==> config.mk <==
export PLATFORM = sky130hd
export DESIGN_NAME = csr_status_bank
export DESIGN_NICKNAME = d
export VERILOG_FILES = /design/src/hw/csr_pkg.sv /design/src/hw/csr_status_bank.sv
export SDC_FILE = /design/constraint.sdc
export NUM_CORES = 1
export LEC_CHECK = 0
export ABC_CLOCK_PERIOD_IN_PS = 5200
export BUFFER_PORTS_ARGS = -buffer_cell sky130_fd_sc_hd__buf_2
export CAP_MARGIN = 20
export CORE_ASPECT_RATIO = 0.6
export CORE_MARGIN = 4
export CORE_UTILIZATION = 54
export CTS_CLUSTER_DIAMETER = 150
export DETAILED_ROUTE_END_ITERATION = 8
export PLACE_DENSITY = 0.82
export SYNTH_ARGS = -nofsm -noshare
export SYNTH_HDL_FRONTEND = slang
export SYNTH_SLANG_ARGS = --single-unit
==> constraint.sdc <==
create_clock -name I_CLK -period 5.2 [get_ports I_CLK]
set_input_delay 0.78 -clock I_CLK [delete_from_list [all_inputs] [get_ports I_CLK]]
set_output_delay 0.78 -clock I_CLK [all_outputs]
set_load 0.005 [all_outputs]
==> src/hw/csr_pkg.sv <==
//------------------------------------------------------------
// Purpose: constants for the charger status readback bank
// Assumes: APB slave, 32-bit data, one word per register
// Notes: byte address of a register is four times its index
//------------------------------------------------------------
package csr_pkg;

    //------------------------------------------------------------
    // bus shape
    //------------------------------------------------------------
    localparam int unsigned ADDR_W = 8;
    localparam int unsigned DATA_W = 32;
    localparam int unsigned REG_W = 8;
    localparam int unsigned SYNC_AGE_W = 2;
    localparam logic [SYNC_AGE_W-1:0] SYNC_SETTLED = 2'h2;

    //------------------------------------------------------------
    // register indices
    //------------------------------------------------------------
    localparam logic [ADDR_W-1:0] IDX_OPT_THERM = 8'h1D;
    localparam logic [ADDR_W-1:0] IDX_PATH_ADC = 8'h1E;
    localparam logic [ADDR_W-1:0] IDX_OTG_TEMP = 8'h1F;
    localparam logic [ADDR_W-1:0] IDX_FAULT_A = 8'h20;
    localparam logic [ADDR_W-1:0] IDX_EVENT_STATUS = 8'h30;
    localparam logic [ADDR_W-1:0] IDX_EVENT_MASK = 8'h31;
    localparam logic [ADDR_W-1:0] IDX_CONTROL = 8'h32;

    //------------------------------------------------------------
    // reset values and implemented-bit masks
    //------------------------------------------------------------
    localparam logic [REG_W-1:0] RESET_STATUS = 8'h00;
    localparam logic [REG_W-1:0] RESET_MASK = 8'h00;
    localparam logic [REG_W-1:0] RESET_CONTROL = 8'h00;
    localparam logic [REG_W-1:0] USED_OPT_THERM = 8'hC7;
    localparam logic [REG_W-1:0] USED_PATH_ADC = 8'hFE;
    localparam logic [REG_W-1:0] USED_OTG_TEMP = 8'h1F;
    localparam logic [REG_W-1:0] USED_FAULT_A = 8'hFF;
    localparam logic [REG_W-1:0] USED_CONTROL = 8'h01;

    //------------------------------------------------------------
    // field positions
    //------------------------------------------------------------
    localparam int unsigned OPT_STATE_LSB = 6;
    localparam int unsigned OPT_STATE_MSB = 7;
    localparam int unsigned DIE_HEAT_BIT = 2;
    localparam int unsigned DATALINE_BIT = 1;
    localparam int unsigned BAT_PRESENT_BIT = 0;
    localparam int unsigned FET_TWO_BIT = 7;
    localparam int unsigned FET_ONE_BIT = 6;
    localparam int unsigned ADC_DONE_BIT = 5;
    localparam int unsigned MIN_SYS_BIT = 4;
    localparam int unsigned FAST_TMR_BIT = 3;
    localparam int unsigned TRICKLE_TMR_BIT = 2;
    localparam int unsigned PRE_TMR_BIT = 1;
    localparam int unsigned TOO_LOW_REV_BIT = 4;
    localparam int unsigned COLD_BIT = 3;
    localparam int unsigned COOL_BIT = 2;
    localparam int unsigned WARM_BIT = 1;
    localparam int unsigned HOT_BIT = 0;
    localparam int unsigned CTRL_ONE_SHOT_BIT = 0;

    // index to byte address
    function automatic logic [ADDR_W-1:0] csr_byte_addr(input logic [ADDR_W-1:0] idx);
        return {idx[ADDR_W-3:0], 2'h0};
    endfunction

endpackage

==> src/hw/csr_status_bank.sv <==
//------------------------------------------------------------
// Purpose: read-only charger status registers plus writable event, mask and control registers behind an APB slave
// Assumes: status inputs are asynchronous to I_CLK
// Notes: zero wait states; events raise a maskable interrupt
//------------------------------------------------------------
// Summary of operation
// RULE1: optimizer state in bits 7-6
// RULE2: bit 2 set during die heat regulation
// RULE3: bit 1 high only while dataline detection
// RULE4: bit 0 set when battery present
// RULE5: fet pair two bit 7, one bit 6
// RULE6: conversion done bit only in one-shot
// RULE7: minimum system bit only in forward mode
// RULE8: per-phase timer expiry bits 3, 2, 1
// RULE9: bit 4 battery too low for reverse
// RULE10: thermistor zones on bits 3 to 0
// RULE11: all status registers reset to zero
// RULE12: host writes never change status values
// RULE13: fault byte of eight read-only bits
// RULE14: fault bits follow active protections
// RULE15: reserved bits read as zero
// RULE16: status bits are live, not latched
`timescale 1ns/1ps
`default_nettype none

module csr_status_bank
    import csr_pkg::*;
(
    input wire logic I_CLK,
    input wire logic I_RST,
    input wire logic I_PSEL,
    input wire logic I_PENABLE,
    input wire logic I_PWRITE,
    input wire logic [ADDR_W-1:0] I_PADDR,
    input wire logic [DATA_W-1:0] I_PWDATA,
    output logic [DATA_W-1:0] O_PRDATA,
    output logic O_PREADY,
    output logic O_PSLVERR,
    output logic O_IRQ,
    input wire logic [1:0] I_OPTIMIZER_STATE,
    input wire logic I_DIE_HEAT_REGULATING,
    input wire logic I_DATALINE_DETECT_RUNNING,
    input wire logic I_ABOVE_BATTERY_LOCKOUT_RELEASE_LEVEL,
    input wire logic I_INPUT_FET_PAIR_TWO_FITTED,
    input wire logic I_INPUT_FET_PAIR_ONE_FITTED,
    input wire logic I_ADC_CONVERSION_DONE,
    input wire logic I_FORWARD_MODE,
    input wire logic I_MIN_SYSTEM_REGULATING,
    input wire logic I_FAST_PHASE_TIMER_EXPIRED,
    input wire logic I_TRICKLE_PHASE_TIMER_EXPIRED,
    input wire logic I_PRE_PHASE_TIMER_EXPIRED,
    input wire logic I_BATTERY_TOO_LOW_REVERSE,
    input wire logic I_THERMISTOR_COLD,
    input wire logic I_THERMISTOR_COOL,
    input wire logic I_THERMISTOR_WARM,
    input wire logic I_THERMISTOR_HOT,
    input wire logic [REG_W-1:0] I_PROTECTION_FAULTS
);

    //------------------------------------------------------------
    // raw register images
    //------------------------------------------------------------
    logic [REG_W-1:0] raw_opt;
    logic [REG_W-1:0] raw_path;
    logic [REG_W-1:0] raw_otg;
    logic [REG_W-1:0] meta_opt_q;
    logic [REG_W-1:0] meta_path_q;
    logic [REG_W-1:0] meta_otg_q;
    logic [REG_W-1:0] meta_fault_q;
    logic [REG_W-1:0] sync_opt_q;
    logic [REG_W-1:0] sync_path_q;
    logic [REG_W-1:0] sync_otg_q;
    logic [REG_W-1:0] sync_fault_q;
    logic [REG_W-1:0] live_opt;
    logic [REG_W-1:0] live_path;
    logic [REG_W-1:0] live_otg;
    logic [REG_W-1:0] live_fault;
    logic [REG_W-1:0] fault_prev_q;
    logic [REG_W-1:0] fault_rise;
    logic [REG_W-1:0] event_q;
    logic [REG_W-1:0] mask_q;
    logic [REG_W-1:0] control_q;
    logic [REG_W-1:0] event_clr;
    logic [DATA_W-1:0] prdata_q;
    logic pslverr_q;
    logic [DATA_W-1:0] rd_data;
    logic rd_hit;
    logic setup_ph;
    logic wr_acc;
    logic one_shot;
    logic [SYNC_AGE_W-1:0] age_q;
    logic settled;
    logic fwd_meta_q;
    logic fwd_sync_q;

    always_comb begin
        raw_opt = RESET_STATUS;
        // RULE1: optimizer code
        raw_opt[OPT_STATE_MSB:OPT_STATE_LSB] = I_OPTIMIZER_STATE;
        // RULE2: die heat flag
        raw_opt[DIE_HEAT_BIT] = I_DIE_HEAT_REGULATING;
        // RULE3: detection running flag
        raw_opt[DATALINE_BIT] = I_DATALINE_DETECT_RUNNING;
        // RULE4: battery present flag
        raw_opt[BAT_PRESENT_BIT] = I_ABOVE_BATTERY_LOCKOUT_RELEASE_LEVEL;
    end

    always_comb begin
        raw_path = RESET_STATUS;
        // RULE5: fet pair placement
        raw_path[FET_TWO_BIT] = I_INPUT_FET_PAIR_TWO_FITTED;
        raw_path[FET_ONE_BIT] = I_INPUT_FET_PAIR_ONE_FITTED;
        raw_path[ADC_DONE_BIT] = I_ADC_CONVERSION_DONE;
        // RULE7: mode gate applied after sync
        raw_path[MIN_SYS_BIT] = I_MIN_SYSTEM_REGULATING;
        // RULE8: phase timer expiry
        raw_path[FAST_TMR_BIT] = I_FAST_PHASE_TIMER_EXPIRED;
        raw_path[TRICKLE_TMR_BIT] = I_TRICKLE_PHASE_TIMER_EXPIRED;
        raw_path[PRE_TMR_BIT] = I_PRE_PHASE_TIMER_EXPIRED;
    end

    always_comb begin
        raw_otg = RESET_STATUS;
        // RULE9: reverse output lockout
        raw_otg[TOO_LOW_REV_BIT] = I_BATTERY_TOO_LOW_REVERSE;
        // RULE10: thermistor zones
        raw_otg[COLD_BIT] = I_THERMISTOR_COLD;
        raw_otg[COOL_BIT] = I_THERMISTOR_COOL;
        raw_otg[WARM_BIT] = I_THERMISTOR_WARM;
        raw_otg[HOT_BIT] = I_THERMISTOR_HOT;
    end

    //------------------------------------------------------------
    // synchronisers
    //------------------------------------------------------------
    // two-bit optimizer code may show one mixed sample on a change
    // RULE11: power-on zeros
    always_ff @(posedge I_CLK or posedge I_RST) begin
        if (I_RST) begin
            meta_opt_q <= RESET_STATUS;
            meta_path_q <= RESET_STATUS;
            meta_otg_q <= RESET_STATUS;
            meta_fault_q <= RESET_STATUS;
            sync_opt_q <= RESET_STATUS;
            sync_path_q <= RESET_STATUS;
            sync_otg_q <= RESET_STATUS;
            sync_fault_q <= RESET_STATUS;
            fwd_meta_q <= 1'b0;
            fwd_sync_q <= 1'b0;
        end else begin
            meta_opt_q <= raw_opt;
            meta_path_q <= raw_path;
            meta_otg_q <= raw_otg;
            meta_fault_q <= I_PROTECTION_FAULTS;
            sync_opt_q <= meta_opt_q;
            sync_path_q <= meta_path_q;
            sync_otg_q <= meta_otg_q;
            sync_fault_q <= meta_fault_q;
            fwd_meta_q <= I_FORWARD_MODE;
            fwd_sync_q <= fwd_meta_q;
        end
    end

    // helper for checks: sync pipeline filled
    always_ff @(posedge I_CLK or posedge I_RST) begin
        if (I_RST) begin
            age_q <= '0;
        end else if (age_q != SYNC_SETTLED) begin
            age_q <= age_q + 1'b1;
        end
    end

    assign settled = (age_q == SYNC_SETTLED);

    //------------------------------------------------------------
    // live status views
    //------------------------------------------------------------
    assign one_shot = control_q[CTRL_ONE_SHOT_BIT];

    // RULE16: no latching, direct view
    // RULE15: reserved bits masked
    always_comb begin
        live_opt = sync_opt_q & USED_OPT_THERM;
        live_path = sync_path_q & USED_PATH_ADC;
        // RULE6: done only in one-shot mode
        live_path[ADC_DONE_BIT] = sync_path_q[ADC_DONE_BIT] & one_shot;
        // RULE7: gating two raw pins would glitch the flop
        live_path[MIN_SYS_BIT] = sync_path_q[MIN_SYS_BIT] & fwd_sync_q;
        live_otg = sync_otg_q & USED_OTG_TEMP;
        // RULE14: fault bits follow protections
        live_fault = sync_fault_q & USED_FAULT_A;
    end

    //------------------------------------------------------------
    // apb decode
    //------------------------------------------------------------
    assign setup_ph = I_PSEL & ~I_PENABLE;
    assign wr_acc = I_PSEL & I_PENABLE & I_PWRITE;

    always_comb begin
        rd_data = '0;
        rd_hit = 1'b1;
        if (I_PADDR == csr_byte_addr(IDX_OPT_THERM)) begin
            rd_data[REG_W-1:0] = live_opt;
        end else if (I_PADDR == csr_byte_addr(IDX_PATH_ADC)) begin
            rd_data[REG_W-1:0] = live_path;
        end else if (I_PADDR == csr_byte_addr(IDX_OTG_TEMP)) begin
            rd_data[REG_W-1:0] = live_otg;
        end else if (I_PADDR == csr_byte_addr(IDX_FAULT_A)) begin
            // RULE13: eight-bit fault byte
            rd_data[REG_W-1:0] = live_fault;
        end else if (I_PADDR == csr_byte_addr(IDX_EVENT_STATUS)) begin
            rd_data[REG_W-1:0] = event_q;
        end else if (I_PADDR == csr_byte_addr(IDX_EVENT_MASK)) begin
            rd_data[REG_W-1:0] = mask_q;
        end else if (I_PADDR == csr_byte_addr(IDX_CONTROL)) begin
            rd_data[REG_W-1:0] = control_q;
        end else begin
            rd_hit = 1'b0;
        end
    end

    // read data captured in setup so the access phase needs no wait
    always_ff @(posedge I_CLK or posedge I_RST) begin
        if (I_RST) begin
            prdata_q <= '0;
            pslverr_q <= 1'b0;
        end else if (setup_ph) begin
            prdata_q <= I_PWRITE ? '0 : rd_data;
            pslverr_q <= ~rd_hit;
        end else if (I_PSEL & I_PENABLE) begin
            pslverr_q <= 1'b0;
        end
    end

    assign O_PRDATA = prdata_q;
    assign O_PSLVERR = pslverr_q;
    assign O_PREADY = 1'b1;

    //------------------------------------------------------------
    // writable registers
    //------------------------------------------------------------
    // RULE12: status addresses have no write path
    always_ff @(posedge I_CLK or posedge I_RST) begin
        if (I_RST) begin
            mask_q <= RESET_MASK;
        end else if (wr_acc && I_PADDR == csr_byte_addr(IDX_EVENT_MASK)) begin
            mask_q <= I_PWDATA[REG_W-1:0];
        end
    end

    always_ff @(posedge I_CLK or posedge I_RST) begin
        if (I_RST) begin
            control_q <= RESET_CONTROL;
        end else if (wr_acc && I_PADDR == csr_byte_addr(IDX_CONTROL)) begin
            control_q <= I_PWDATA[REG_W-1:0] & USED_CONTROL;
        end
    end

    //------------------------------------------------------------
    // fault events and interrupt
    //------------------------------------------------------------
    always_ff @(posedge I_CLK or posedge I_RST) begin
        if (I_RST) begin
            fault_prev_q <= RESET_STATUS;
        end else begin
            fault_prev_q <= live_fault;
        end
    end

    assign fault_rise = live_fault & ~fault_prev_q;
    assign event_clr = (wr_acc && I_PADDR == csr_byte_addr(IDX_EVENT_STATUS)) ?
        I_PWDATA[REG_W-1:0] : '0;

    // a new rise wins over a write-one clear in the same cycle
    always_ff @(posedge I_CLK or posedge I_RST) begin
        if (I_RST) begin
            event_q <= RESET_STATUS;
        end else begin
            event_q <= (event_q & ~event_clr) | fault_rise;
        end
    end

    assign O_IRQ = |(event_q & mask_q);

    //------------------------------------------------------------
    // checks
    //------------------------------------------------------------
    AST_OPT_STATE: assert property ( // RULE1
        @(posedge I_CLK) disable iff (I_RST)
        settled |-> live_opt[OPT_STATE_MSB:OPT_STATE_LSB] == $past(I_OPTIMIZER_STATE, 2))
        else $error("optimizer field does not follow input");

    AST_DIE_HEAT: assert property ( // RULE2
        @(posedge I_CLK) disable iff (I_RST)
        (settled && $past(I_DIE_HEAT_REGULATING, 2)) |-> live_opt[DIE_HEAT_BIT])
        else $error("die heat bit missing");

    AST_DATALINE: assert property ( // RULE3
        @(posedge I_CLK) disable iff (I_RST)
        (settled && !$past(I_DATALINE_DETECT_RUNNING, 2)) |-> !live_opt[DATALINE_BIT])
        else $error("detection bit high while idle");

    AST_BAT_PRESENT: assert property ( // RULE4
        @(posedge I_CLK) disable iff (I_RST)
        settled |-> live_opt[BAT_PRESENT_BIT] == $past(I_ABOVE_BATTERY_LOCKOUT_RELEASE_LEVEL, 2))
        else $error("battery present bit wrong");

    AST_FET_PAIRS: assert property ( // RULE5
        @(posedge I_CLK) disable iff (I_RST)
        settled |-> {live_path[FET_TWO_BIT], live_path[FET_ONE_BIT]} ==
            {$past(I_INPUT_FET_PAIR_TWO_FITTED, 2), $past(I_INPUT_FET_PAIR_ONE_FITTED, 2)})
        else $error("fet pair bits swapped or stale");

    AST_ADC_ONE_SHOT: assert property ( // RULE6
        @(posedge I_CLK) disable iff (I_RST)
        (settled && one_shot) |-> live_path[ADC_DONE_BIT] == $past(I_ADC_CONVERSION_DONE, 2))
        else $error("conversion done bit wrong in one-shot mode");

    AST_ADC_CONT: assert property ( // RULE6
        @(posedge I_CLK) disable iff (I_RST)
        !one_shot |-> !live_path[ADC_DONE_BIT])
        else $error("conversion done shown outside one-shot mode");

    AST_MIN_SYS: assert property ( // RULE7
        @(posedge I_CLK) disable iff (I_RST)
        (settled && !$past(I_FORWARD_MODE, 2)) |-> !live_path[MIN_SYS_BIT])
        else $error("minimum system bit set outside forward mode");

    AST_TIMERS: assert property ( // RULE8
        @(posedge I_CLK) disable iff (I_RST)
        settled |-> {live_path[FAST_TMR_BIT], live_path[TRICKLE_TMR_BIT], live_path[PRE_TMR_BIT]} ==
            {$past(I_FAST_PHASE_TIMER_EXPIRED, 2), $past(I_TRICKLE_PHASE_TIMER_EXPIRED, 2),
             $past(I_PRE_PHASE_TIMER_EXPIRED, 2)})
        else $error("timer expiry bits wrong");

    AST_REVERSE_LOW: assert property ( // RULE9
        @(posedge I_CLK) disable iff (I_RST)
        settled |-> live_otg[TOO_LOW_REV_BIT] == $past(I_BATTERY_TOO_LOW_REVERSE, 2))
        else $error("reverse lockout bit wrong");

    AST_THERM_ZONES: assert property ( // RULE10
        @(posedge I_CLK) disable iff (I_RST)
        settled |-> {live_otg[COLD_BIT], live_otg[COOL_BIT], live_otg[WARM_BIT], live_otg[HOT_BIT]} ==
            {$past(I_THERMISTOR_COLD, 2), $past(I_THERMISTOR_COOL, 2),
             $past(I_THERMISTOR_WARM, 2), $past(I_THERMISTOR_HOT, 2)})
        else $error("thermistor zone bits wrong");

    AST_RESET_ZERO: assert property ( // RULE11
        @(posedge I_CLK) disable iff (I_RST)
        (age_q != SYNC_SETTLED) |-> (live_opt == RESET_STATUS && live_path == RESET_STATUS &&
            live_otg == RESET_STATUS && live_fault == RESET_STATUS))
        else $error("status not zero right after reset");

    AST_NO_WRITE: assert property ( // RULE12
        @(posedge I_CLK) disable iff (I_RST)
        (wr_acc && I_PADDR == csr_byte_addr(IDX_FAULT_A) && settled) |=>
            live_fault == $past(I_PROTECTION_FAULTS, 2))
        else $error("write disturbed fault byte");

    AST_FAULT_BYTE: assert property ( // RULE13
        @(posedge I_CLK) disable iff (I_RST)
        (setup_ph && !I_PWRITE && I_PADDR == csr_byte_addr(IDX_FAULT_A)) |=>
            O_PRDATA == {{(DATA_W-REG_W){1'b0}}, $past(live_fault)})
        else $error("fault byte read returned wrong data");

    AST_FAULT_LIVE: assert property ( // RULE14
        @(posedge I_CLK) disable iff (I_RST)
        settled |-> live_fault == $past(I_PROTECTION_FAULTS, 2))
        else $error("fault bits do not follow protections");

    AST_RESERVED: assert property ( // RULE15
        @(posedge I_CLK) disable iff (I_RST)
        ((live_opt & ~USED_OPT_THERM) == '0) && ((live_path & ~USED_PATH_ADC) == '0) &&
            ((live_otg & ~USED_OTG_TEMP) == '0))
        else $error("reserved bit reads nonzero");

    AST_NOT_LATCHED: assert property ( // RULE16
        @(posedge I_CLK) disable iff (I_RST)
        (settled && $past(I_PROTECTION_FAULTS[0], 3) && !$past(I_PROTECTION_FAULTS[0], 2)) |-> !live_fault[0])
        else $error("fault bit held after condition cleared");

    AST_EVENT_SET: assert property (
        @(posedge I_CLK) disable iff (I_RST)
        (|fault_rise) |=> ((event_q & $past(fault_rise)) == $past(fault_rise)))
        else $error("fault rise lost");

endmodule

`default_nettype wire

==> results.json, run 1 <==
{
  "core.rowCount": 21,
  "wl_um": 6980,
  "clk_root_buffer_cell": "clkbuf_8",
  "area_fraction_in_and_or_nand_and_nor_cells_after_synthesis_pct": 11.3,
  "syn_area_um2": 3380,
  "netlist_top_cells_area": "dfrtp_1, buf_4, o21ai_0",
  "boundaryPins": 106,
  "synthArstFlopShare_pct": 100,
  "finish.net_count": 402,
  "design.core.area_um2": 5810,
  "cts.sinks": 86,
  "relSlewSlack_pct": 58.3,
  "power.leakage_nw": 1.81,
  "detail-route-antenna-nets": 0,
  "ys_warn_count": 0,
  "post-cts-setup-buffer-count": 0,
  "synthFlopType": "dfrtp_1",
  "clock_input_transition_at_the_sequential_cells_of_the_worst_setup_and_hold_paths_ns": 0.08,
  "setup_tns_ns": 0,
  "netlist.area_leader.share_pct": 63.7,
  "multi_input_comb_area_um2": 1030,
  "clk_latency_ns": 0.37,
  "layout_fillers": 465,
  "critPathArrivalTime_ns": 2.70,
  "total_of_endpoints_with_negative_setup_slack_in_the_final_report": 0,
  "max_freq_mhz": 409,
  "maxCapViolations": 0,
  "criticalPathCategory": "in2reg",
  "rsz0062_at_grt": "no",
  "timing.critical_path.from_type": "input pin",
  "highest_count_cells_in_the_layout_ignoring_fill_and_taps": "dfrtp_1, buf_2, conb_1",
  "detail_route.drc_violations": 0,
  "final.period_utilization_pct": 47.0,
  "cts_htree_levels": 3,
  "bufs_on_longest_clock_path": 2,
  "synth.area.mux_share_pct": 3.55,
  "hold_violations": 0,
  "final_util_pct": 66.6,
  "place_ws_ns": 2.38,
  "synth-edff-count": 0,
  "timing_worst_slew_pin_value_ns": 0.620,
  "synth-seq-area-share_pct": 63.7,
  "die_h_um": 69.3,
  "synth-adder-area-share_pct": 0,
  "synth_largest_area_cell": "dfrtp_1",
  "overall_via_count_from_detail_route": 2237,
  "pin_count_of_the_biggest_net_entering_global_routing": 87,
  "synthesis.instances": 274,
  "timing_max_transition_violations_final": 0,
  "clock-skew-final_ns": 0.00751,
  "final_period_minus_worst_setup_slack_ns": 2.44,
  "post_drt_via_cell_ratio": 5.38,
  "drt_first_iter_violations": 216,
  "worst-path-max-fanout": 29,
  "die-area_um2": 7630,
  "portBuffers": 56,
  "starting_density_of_the_core_pct": 58.2,
  "regToRegEndpoint": "O_PRDATA[5]",
  "worst_min_path_class": "reg2reg",
  "critPathCaptureType": "flip-flop",
  "first_pass_iters": 4,
  "finalWeightedCongestion": 0.909,
  "flop_to_flop_setup_slack_ns": 3.76,
  "synth_top_family_by_area": "compound AO/OA/AOI/OAI gates",
  "synthXorXnorAreaFrac_pct": 0,
  "ctsHoldBuffers": 0,
  "grt_pass1_wl_um": 11200,
  "hp-start": "meta_fault_q[3]",
  "synth_compound_area_share_pct": 12.8,
  "post_route_cells_drive_above_1_share_pct": 26.5,
  "post_cts_resized": 0,
  "crit-reg2reg-launch": "live_fault[5]",
  "first_global_vias": 2228,
  "worst_hold_path_endpoint": "live_fault[3]",
  "grt_use_total_pct": 19.8,
  "syn2layout_area_growth_pct": 14.4,
  "netlist-cell-type-count": 45,
  "cts_tree": "built",
  "grt_overflow": 0,
  "number_of_antenna_violations_at_the_first_check_in_global_routing": 0,
  "post_dp_cell_area_um2": 3620,
  "tritoncts.num_buffers": 9,
  "fin_worst_hold_slack_ns": 0.352,
  "worstHoldPathCells": 0,
  "power.density_nw_per_um2": 335,
  "setup_ws_ns": 2.76,
  "worst_r2r_path_depth": 3,
  "worst_ep_required_time_ns": 5.46,
  "dpl.hpwl_um": 4900,
  "average_detailed_routed_wire_length_per_instance_um": 16.8,
  "ir_drop_uv": 207,
  "run_status": "finished, final reports clean",
  "num_antenna_cells": 0,
  "fin_area_um2": 3870,
  "seqCellArea_um2": 2150,
  "layout_commonest_cell": "dfrtp_1",
  "die_extent_in_x_um": 110,
  "synthesis.area_per_instance_um2": 12.3,
  "synth_seq_cells": 86
}
==> area by class of cell <==
type	instances	share of cell area (%)
Timing Repair Buffer	58	8.15
Clock inverter	6	2.43
Sequential cell	86	55.6
Inverter	13	1.29
Tap cell	80	2.59
Clock buffer	10	3.30
Multi-Input combinational cell	163	26.6
==> flip-flops by register name, indices dropped and copies added, names as in the netlist <==
name / count
O_PRDATA: 8
O_PSLVERR: 1
control_q: 1
event_q: 8
fault_prev_q: 8
fwd_meta_q: 1
fwd_sync_q: 1
live_fault: 8
mask_q: 8
meta_fault_q: 8
meta_opt_q: 5
meta_otg_q: 5
meta_path_q: 7
sync_opt_q: 5
sync_otg_q: 5
sync_path_q: 7
==> cell families (layout without fill, tap and decap cells) <==
group	count (synthesis)	in the layout
AOI/OAI and AO/OA	61	61
buffers and inverters	48	87
DFF	86	86
muxes	11	11
other	2	25
and+or+nand+nor	66	66
==> worst max path at each step <==
stage                          start           to  slack (ns)
after CTS                 I_PADDR[2]    mask_q[2]        2.75
after global placement    I_PADDR[2]    mask_q[3]        2.49
after global routing      I_PADDR[2]    mask_q[6]        2.61
after floorplan                I_RST  O_PRDATA[0]        2.20
final                     I_PADDR[2]    mask_q[2]        2.76
after detailed placement  I_PADDR[2]    mask_q[3]        2.38
==> metal layers <==
metal | up-vias | track usage, % | share of wire [%]
li1 | 1028 | - | -
met1 | 1094 | 27.1 | 42
met2 | 101 | 28.1 | 46
met3 | 14 | 8.47 | 11
met4 | 0 | 7.10 | 1.6
met5 | - | 0 | 0
==> through the flow <==
step | cells | total power [mW]
CTS | 415 | 1.31
global placement | 399 | 0.791
finish | 416 | 1.30
detailed placement | 399 | 0.796
floorplan | 297 | 0.774
global route | 416 | 1.36
==> synthesized netlist by cell type, types with 3 or more instances <==
library cell and instances:
a2111oi_0 3, a21oi_1 3, buf_4 25, nor3b_1 3, inv_1 13, a32oi_1 4
nand3_1 8, o21ai_0 19, a22oi_1 4, nor2_1 5, dfrtp_1 86, nand2b_1 3
nor2b_1 4, clkbuf_1 6, mux2i_1 3, mux2_2 8, a21boi_0 3, a22o_1 9
o21ai_1 3, a2bb2oi_1 4, nand2_1 23, buf_2 3
==> report_power, final <==
part | internal (mW) | total [mW] | switching [mW]
logic | 0.0300 | 0.0811 | 0.0511
clock network | 0.274 | 0.511 | 0.237
registers | 0.694 | 0.705 | 0.0105
total | 0.999 | 1.30 | 0.298
==> worst max-delay path, cell delays in order <==
cell and delay [ns]:
buf_2 0.37, nor2b_1 0.54, nand2_1 0.18, nor3_4 0.42, mux2_2 0.40
(Power assumes the default switching activity.)
==> run 2, diff against run 1 <==
Settings changed: ABC_CLOCK_PERIOD_IN_PS 5200 to 2200, CORE_UTILIZATION 54 to 46, PLACE_DENSITY 0.82 to 0.74.
Clock period 5.2 ns to 2.2 ns, I/O delays scaled along.
==> run 2 against run 1 <==
Die area up 16%. Count of clock-buffer cells in the layout stayed put. Critical endpoint is now O_IRQ. Global-route usage fell by 3.5 points. Sequential share of layout area shrank 2.3 points. Total power rose to 2.7 times the previous value. Largest power group unchanged. Clock skew down 0.0032 ns.
==> results.json, run 2 (same netlist as run 1, synthesis figures left out) <==
{
  "highest_count_cells_in_the_layout_ignoring_fill_and_taps": "dfrtp_1, buf_2, conb_1",
  "cts.sinks": 86,
  "syn2layout_area_growth_pct": 19.4,
  "overall_via_count_from_detail_route": 2205,
  "criticalPathCategory": "reg2out",
  "average_detailed_routed_wire_length_per_instance_um": 15.7,
  "setup_tns_ns": 0,
  "power.leakage_nw": 1.89,
  "starting_density_of_the_core_pct": 48.9,
  "timing_max_transition_violations_final": 0,
  "rsz0062_at_grt": "no",
  "worst-path-max-fanout": 3,
  "layout_commonest_cell": "dfrtp_1",
  "clk_latency_ns": 0.34,
  "final.period_utilization_pct": 76.0,
  "delay_heaviest_family_cp": "flip-flops",
  "grt_use_total_pct": 16.2,
  "layout_fillers": 564,
  "wl_um": 6750,
  "cts_htree_levels": 3,
  "boundaryPins": 106,
  "power.combinational.fraction_pct": 5.8,
  "total_of_endpoints_with_negative_setup_slack_in_the_final_report": 0,
  "bufs_on_longest_clock_path": 2,
  "critPathCaptureType": "output pin",
  "worst_ep_required_time_ns": 1.87,
  "run_status": "finished, final reports clean",
  "post_route_cells_drive_above_1_share_pct": 28.1,
  "worst_path_largest_cell_delay_ns": 0.39,
  "ctsHoldBuffers": 0,
  "path_cells": "a22oi_1, nand4_1, buf_2",
  "max_freq_mhz": 598,
  "finish.net_count": 409,
  "num_antenna_cells": 0,
  "finalWeightedCongestion": 0.915,
  "critPathArrivalTime_ns": 1.34,
  "post-cts-setup-buffer-count": 0,
  "clock-skew-final_ns": 0.00434,
  "clk_root_buffer_cell": "clkbuf_16",
  "design.core.area_um2": 6910,
  "drt_first_iter_violations": 162,
  "first_pass_iters": 4,
  "ir_drop_uv": 597,
  "pin_count_of_the_biggest_net_entering_global_routing": 34,
  "first_global_vias": 2114,
  "die-area_um2": 8830,
  "worst_min_path_class": "in2async",
  "hold_violations": 0,
  "relSlewSlack_pct": 58.4,
  "power.sequential.fraction_pct": 48.1,
  "core.rowCount": 23,
  "switching_power_mw": 0.723,
  "timing_worst_slew_pin_value_ns": 0.622,
  "detail-route-antenna-nets": 0,
  "tritoncts.num_buffers": 9,
  "detail_route.drc_violations": 0,
  "post_cts_resized": 0,
  "portBuffers": 56,
  "cts_tree": "built",
  "maxCapViolations": 0,
  "fin_worst_hold_slack_ns": 0.0688,
  "grt_overflow": 0,
  "p_int_mw": 2.74,
  "grt_pass1_wl_um": 10700,
  "critical-path-slowest-cell": "dfrtp_1",
  "cp_num_buf_inv": 1,
  "die_h_um": 74.4,
  "pwr-share-clk_pct": 46.1,
  "timing.critical_path.from_type": "flip-flop",
  "power.density_nw_per_um2": 859,
  "dpl.hpwl_um": 5120,
  "clock_input_transition_at_the_sequential_cells_of_the_worst_setup_and_hold_paths_ns": 0.06,
  "number_of_antenna_violations_at_the_first_check_in_global_routing": 0,
  "p_sw_share_pct": 20.8,
  "final_period_minus_worst_setup_slack_ns": 1.67,
  "die_extent_in_x_um": 119,
  "post_drt_via_cell_ratio": 5.14
}
## run 2: cell count changes in the layout (fill, tap and decap cells not counted), sizes merged
cell	change
inv	-1
buf	+7
## run 2: power by group through the flow
stage	sequential, mW	combinational, mW	clock, mW
finish	1.67	0.201	1.60
global route	1.67	0.229	1.71
CTS	1.67	0.201	1.64
detailed placement	1.70	0.200	0
global placement	1.70	0.194	0
floorplan	1.69	0.142	0
## run 2: layout make-up
type	instances	area (um2)	area share [%]
clock buffer	10	239	5.92
clock inverter	5	82.6	2.05
inverter	13	52.6	1.30
multi-input combinational	163	1030	25.5
sequential	86	2150	53.3
tap	87	109	2.70
timing repair buffer	65	373	9.24
## run 2: worst paths after layout
check                                        from         endpoint  slack, ns  depth (start not counted)
setup / recovery                        mask_q[2]            O_IRQ       0.53                          3
max in group asynchronous                   I_RST    meta_opt_q[7]       1.58                          3
hold reg to reg                    meta_path_q[2]   sync_path_q[2]       0.35                          0
min in group I_CLK         I_PROTECTION_FAULTS[0]  meta_fault_q[0]       0.10                          1
setup reg to reg                    live_fault[5]      O_PRDATA[5]       0.83                          3
hold / removal                              I_RST  meta_fault_q[1]       0.07                          2
## run 2: metrics by stage
step                instances  total power [mW]  cell area [um2]  utilization [%]  worst slack, ns
finish                    429              3.47             4040             58.4            0.529
global route              429              3.61             4040             58.4            0.450
CTS                       429              3.51             4040             58.4            0.506
detailed placement        414              1.90             3710             53.8            0.287
global placement          414              1.89             3710             53.8            0.313
floorplan                 297              1.83             3470                -            0.485
## run 2: per-layer routing
| metal | wire length (um) | up-vias | track usage, % |
|---|---|---|---|
| met4 | 107 | 0 | 6.68 |
| met5 | 0 | - | 0 |
| li1 | - | 1044 | - |
| met1 | 3170 | 1069 | 22.6 |
| met2 | 2840 | 82 | 22.5 |
| met3 | 640 | 10 | 6.99 |
==> run 3, diff against run 2 <==
Settings changed: ABC_CLOCK_PERIOD_IN_PS 2200 to 1730, CORE_UTILIZATION 46 to 50, PLACE_DENSITY 0.74 to 0.76.
Clock period 2.2 ns to 1.73 ns, I/O delays scaled along.
==> run 3 against run 2 <==
Clock skew is 0.0015 ns higher. Global-route usage increased by 2.3 points. Worst hold slack worse by 0.048 ns. Sequential share of layout area down 0.26 points. Die area shrank 7.3%. Combinational power increased by 31%. Sequential power grew 27%. Critical path depth stayed put. Via count up 2.7%. Total power increased by 23%. Register-to-register slack got worse by 0.48 ns.
==> results.json, run 3 (same netlist as run 1, synthesis figures left out) <==
{
  "average_detailed_routed_wire_length_per_instance_um": 16.5,
  "maxUsedRoutingLayer": "met4",
  "worst_hold_path_endpoint": "meta_path_q[6]",
  "tritoncts.num_buffers": 9,
  "grt_overflow": 0,
  "p_sw_share_pct": 22.5,
  "post-cts-setup-buffer-count": 0,
  "ctsHoldBuffers": 0,
  "core.rowCount": 22,
  "critPathCaptureType": "output pin",
  "crit-reg2reg-launch": "live_fault[5]",
  "num_antenna_cells": 0,
  "worst-path-max-fanout": 3,
  "fin_area_um2": 4060,
  "power.combinational.fraction_pct": 6.1,
  "post_drt_via_cell_ratio": 5.25,
  "ir_drop_uv": 906,
  "layout.cells.non_filler": 431,
  "layout_commonest_cell": "dfrtp_1",
  "maxCapViolations": 0,
  "critical-path-slowest-cell": "dfrtp_1",
  "first_pass_iters": 4,
  "placedCellCount": 416,
  "boundaryPins": 106,
  "portBuffers": 56,
  "finalWeightedCongestion": 0.868,
  "cts.sinks": 86,
  "clk_latency_ns": 0.34,
  "worst_path_largest_cell_delay_ns": 0.40,
  "final.period_utilization_pct": 90.2,
  "met3WireLength_um": 599,
  "cts_htree_levels": 3,
  "die_extent_in_x_um": 114,
  "power.density_nw_per_um2": 1050,
  "die-area_um2": 8180,
  "finish.net_count": 414,
  "critPathArrivalTime_ns": 1.30,
  "final_util_pct": 64.1,
  "max_freq_mhz": 641,
  "power.leakage_nw": 1.90,
  "detail-route-antenna-nets": 0,
  "overall_via_count_from_detail_route": 2264,
  "dpl.hpwl_um": 5140,
  "run_status": "finished, final reports clean",
  "detailroute.wirelength.met2_um": 3150,
  "path_cells": "a22oi_1, nand4_1, buf_2",
  "wl_met1_um": 3260,
  "timing_worst_slew_pin_value_ns": 0.586,
  "design.core.area_um2": 6330,
  "criticalPathCategory": "reg2out",
  "clk_root_buffer_cell": "clkbuf_16",
  "wl_um": 7110,
  "first_global_vias": 2203,
  "switching_power_mw": 0.960,
  "syn2layout_area_growth_pct": 20.0,
  "pin_count_of_the_biggest_net_entering_global_routing": 87,
  "drt_first_iter_violations": 206,
  "worstHoldPathCells": 1,
  "final_period_minus_worst_setup_slack_ns": 1.56,
  "detail_route.drc_violations": 0,
  "worst_r2r_path_depth": 3,
  "grt_use_total_pct": 18.5,
  "worst_ep_required_time_ns": 1.47,
  "clock_input_transition_at_the_sequential_cells_of_the_worst_setup_and_hold_paths_ns": 0.06,
  "number_of_antenna_violations_at_the_first_check_in_global_routing": 0,
  "timing_max_transition_violations_final": 0,
  "regToRegEndpoint": "O_PRDATA[5]",
  "post_cts_resized": 0,
  "cp_num_buf_inv": 1,
  "p_int_mw": 3.31,
  "power.sequential.fraction_pct": 49.6,
  "hp-start": "I_INPUT_FET_PAIR_ONE_FITTED",
  "post_route_cells_drive_above_1_share_pct": 29.1,
  "hold_violations": 0,
  "worst_min_path_class": "in2reg",
  "cts_tree": "built",
  "pwr-share-clk_pct": 44.2,
  "delay_heaviest_family_cp": "flip-flops",
  "rsz0062_at_grt": "no",
  "starting_density_of_the_core_pct": 53.4,
  "post_dp_cell_area_um2": 3760,
  "bufs_on_longest_clock_path": 2,
  "total_of_endpoints_with_negative_setup_slack_in_the_final_report": 0,
  "clock-skew-final_ns": 0.00581,
  "die_h_um": 71.7,
  "grt_pass1_wl_um": 11300,
  "timing.critical_path.from_type": "flip-flop",
  "flop_to_flop_setup_slack_ns": 0.35,
  "relSlewSlack_pct": 59.9,
  "highest_count_cells_in_the_layout_ignoring_fill_and_taps": "dfrtp_1, buf_2, conb_1"
}
-- run 3: worst max path at each step --
stage / startpoint / endpoint / slack [ns] / depth (start not counted)
finish: event_q[2] / O_IRQ / 0.17 / 3
floorplan: I_PADDR[2] / O_PRDATA[5] / 0.09 / 5
detailed placement: I_PADDR[4] / O_PRDATA[7] / -0.07 / 5
global placement: I_PADDR[4] / O_PRDATA[7] / -0.03 / 5
global route: event_q[2] / O_IRQ / 0.12 / 3
CTS: event_q[2] / O_IRQ / 0.17 / 3
-- run 3: area by class of cell --
class	count	area, um2
timing repair buffer	70	423
multi-input combinational	163	1030
fill	503	2270
inverter	13	52.6
tap	84	105
clock buffer	9	225
sequential	86	2150
clock inverter	6	70.1
-- run 3: power by group through the flow --
stage	logic [mW]	registers, mW	clock network [mW]
finish	0.263	2.12	1.89
global route	0.296	2.13	2.01
CTS	0.262	2.12	1.94
detailed placement	0.260	2.16	0
global placement	0.252	2.16	0
floorplan	0.180	2.15	0
-- run 3: per-stage QoR --
step | setup TNS, ns | setup WS, ns | hold slack, ns | power, mW
after floorplan | 0 | 0.0852 | 0.291 | 2.33
after global placement | -0.0422 | -0.0279 | 0.333 | 2.41
after detailed placement | -0.140 | -0.0671 | 0.335 | 2.42
after CTS | 0 | 0.175 | 0.00573 | 4.32
after global routing | 0 | 0.123 | 0.00353 | 4.44
final | 0 | 0.170 | 0.0210 | 4.27
-- run 3: worst reg2reg max path: cells and delay by family (launching register included) --
kind | cells | cell delay, ns
compound gates | 2 | 0.48
flops | 1 | 0.42
simple gates | 1 | 0.39
-- run 3: metal layers --
metal	vias to the layer above	GRT usage, %
met5	-	0
met3	7	7.26
met4	0	8.04
met1	1110	26.0
li1	1050	-
met2	97	25.6
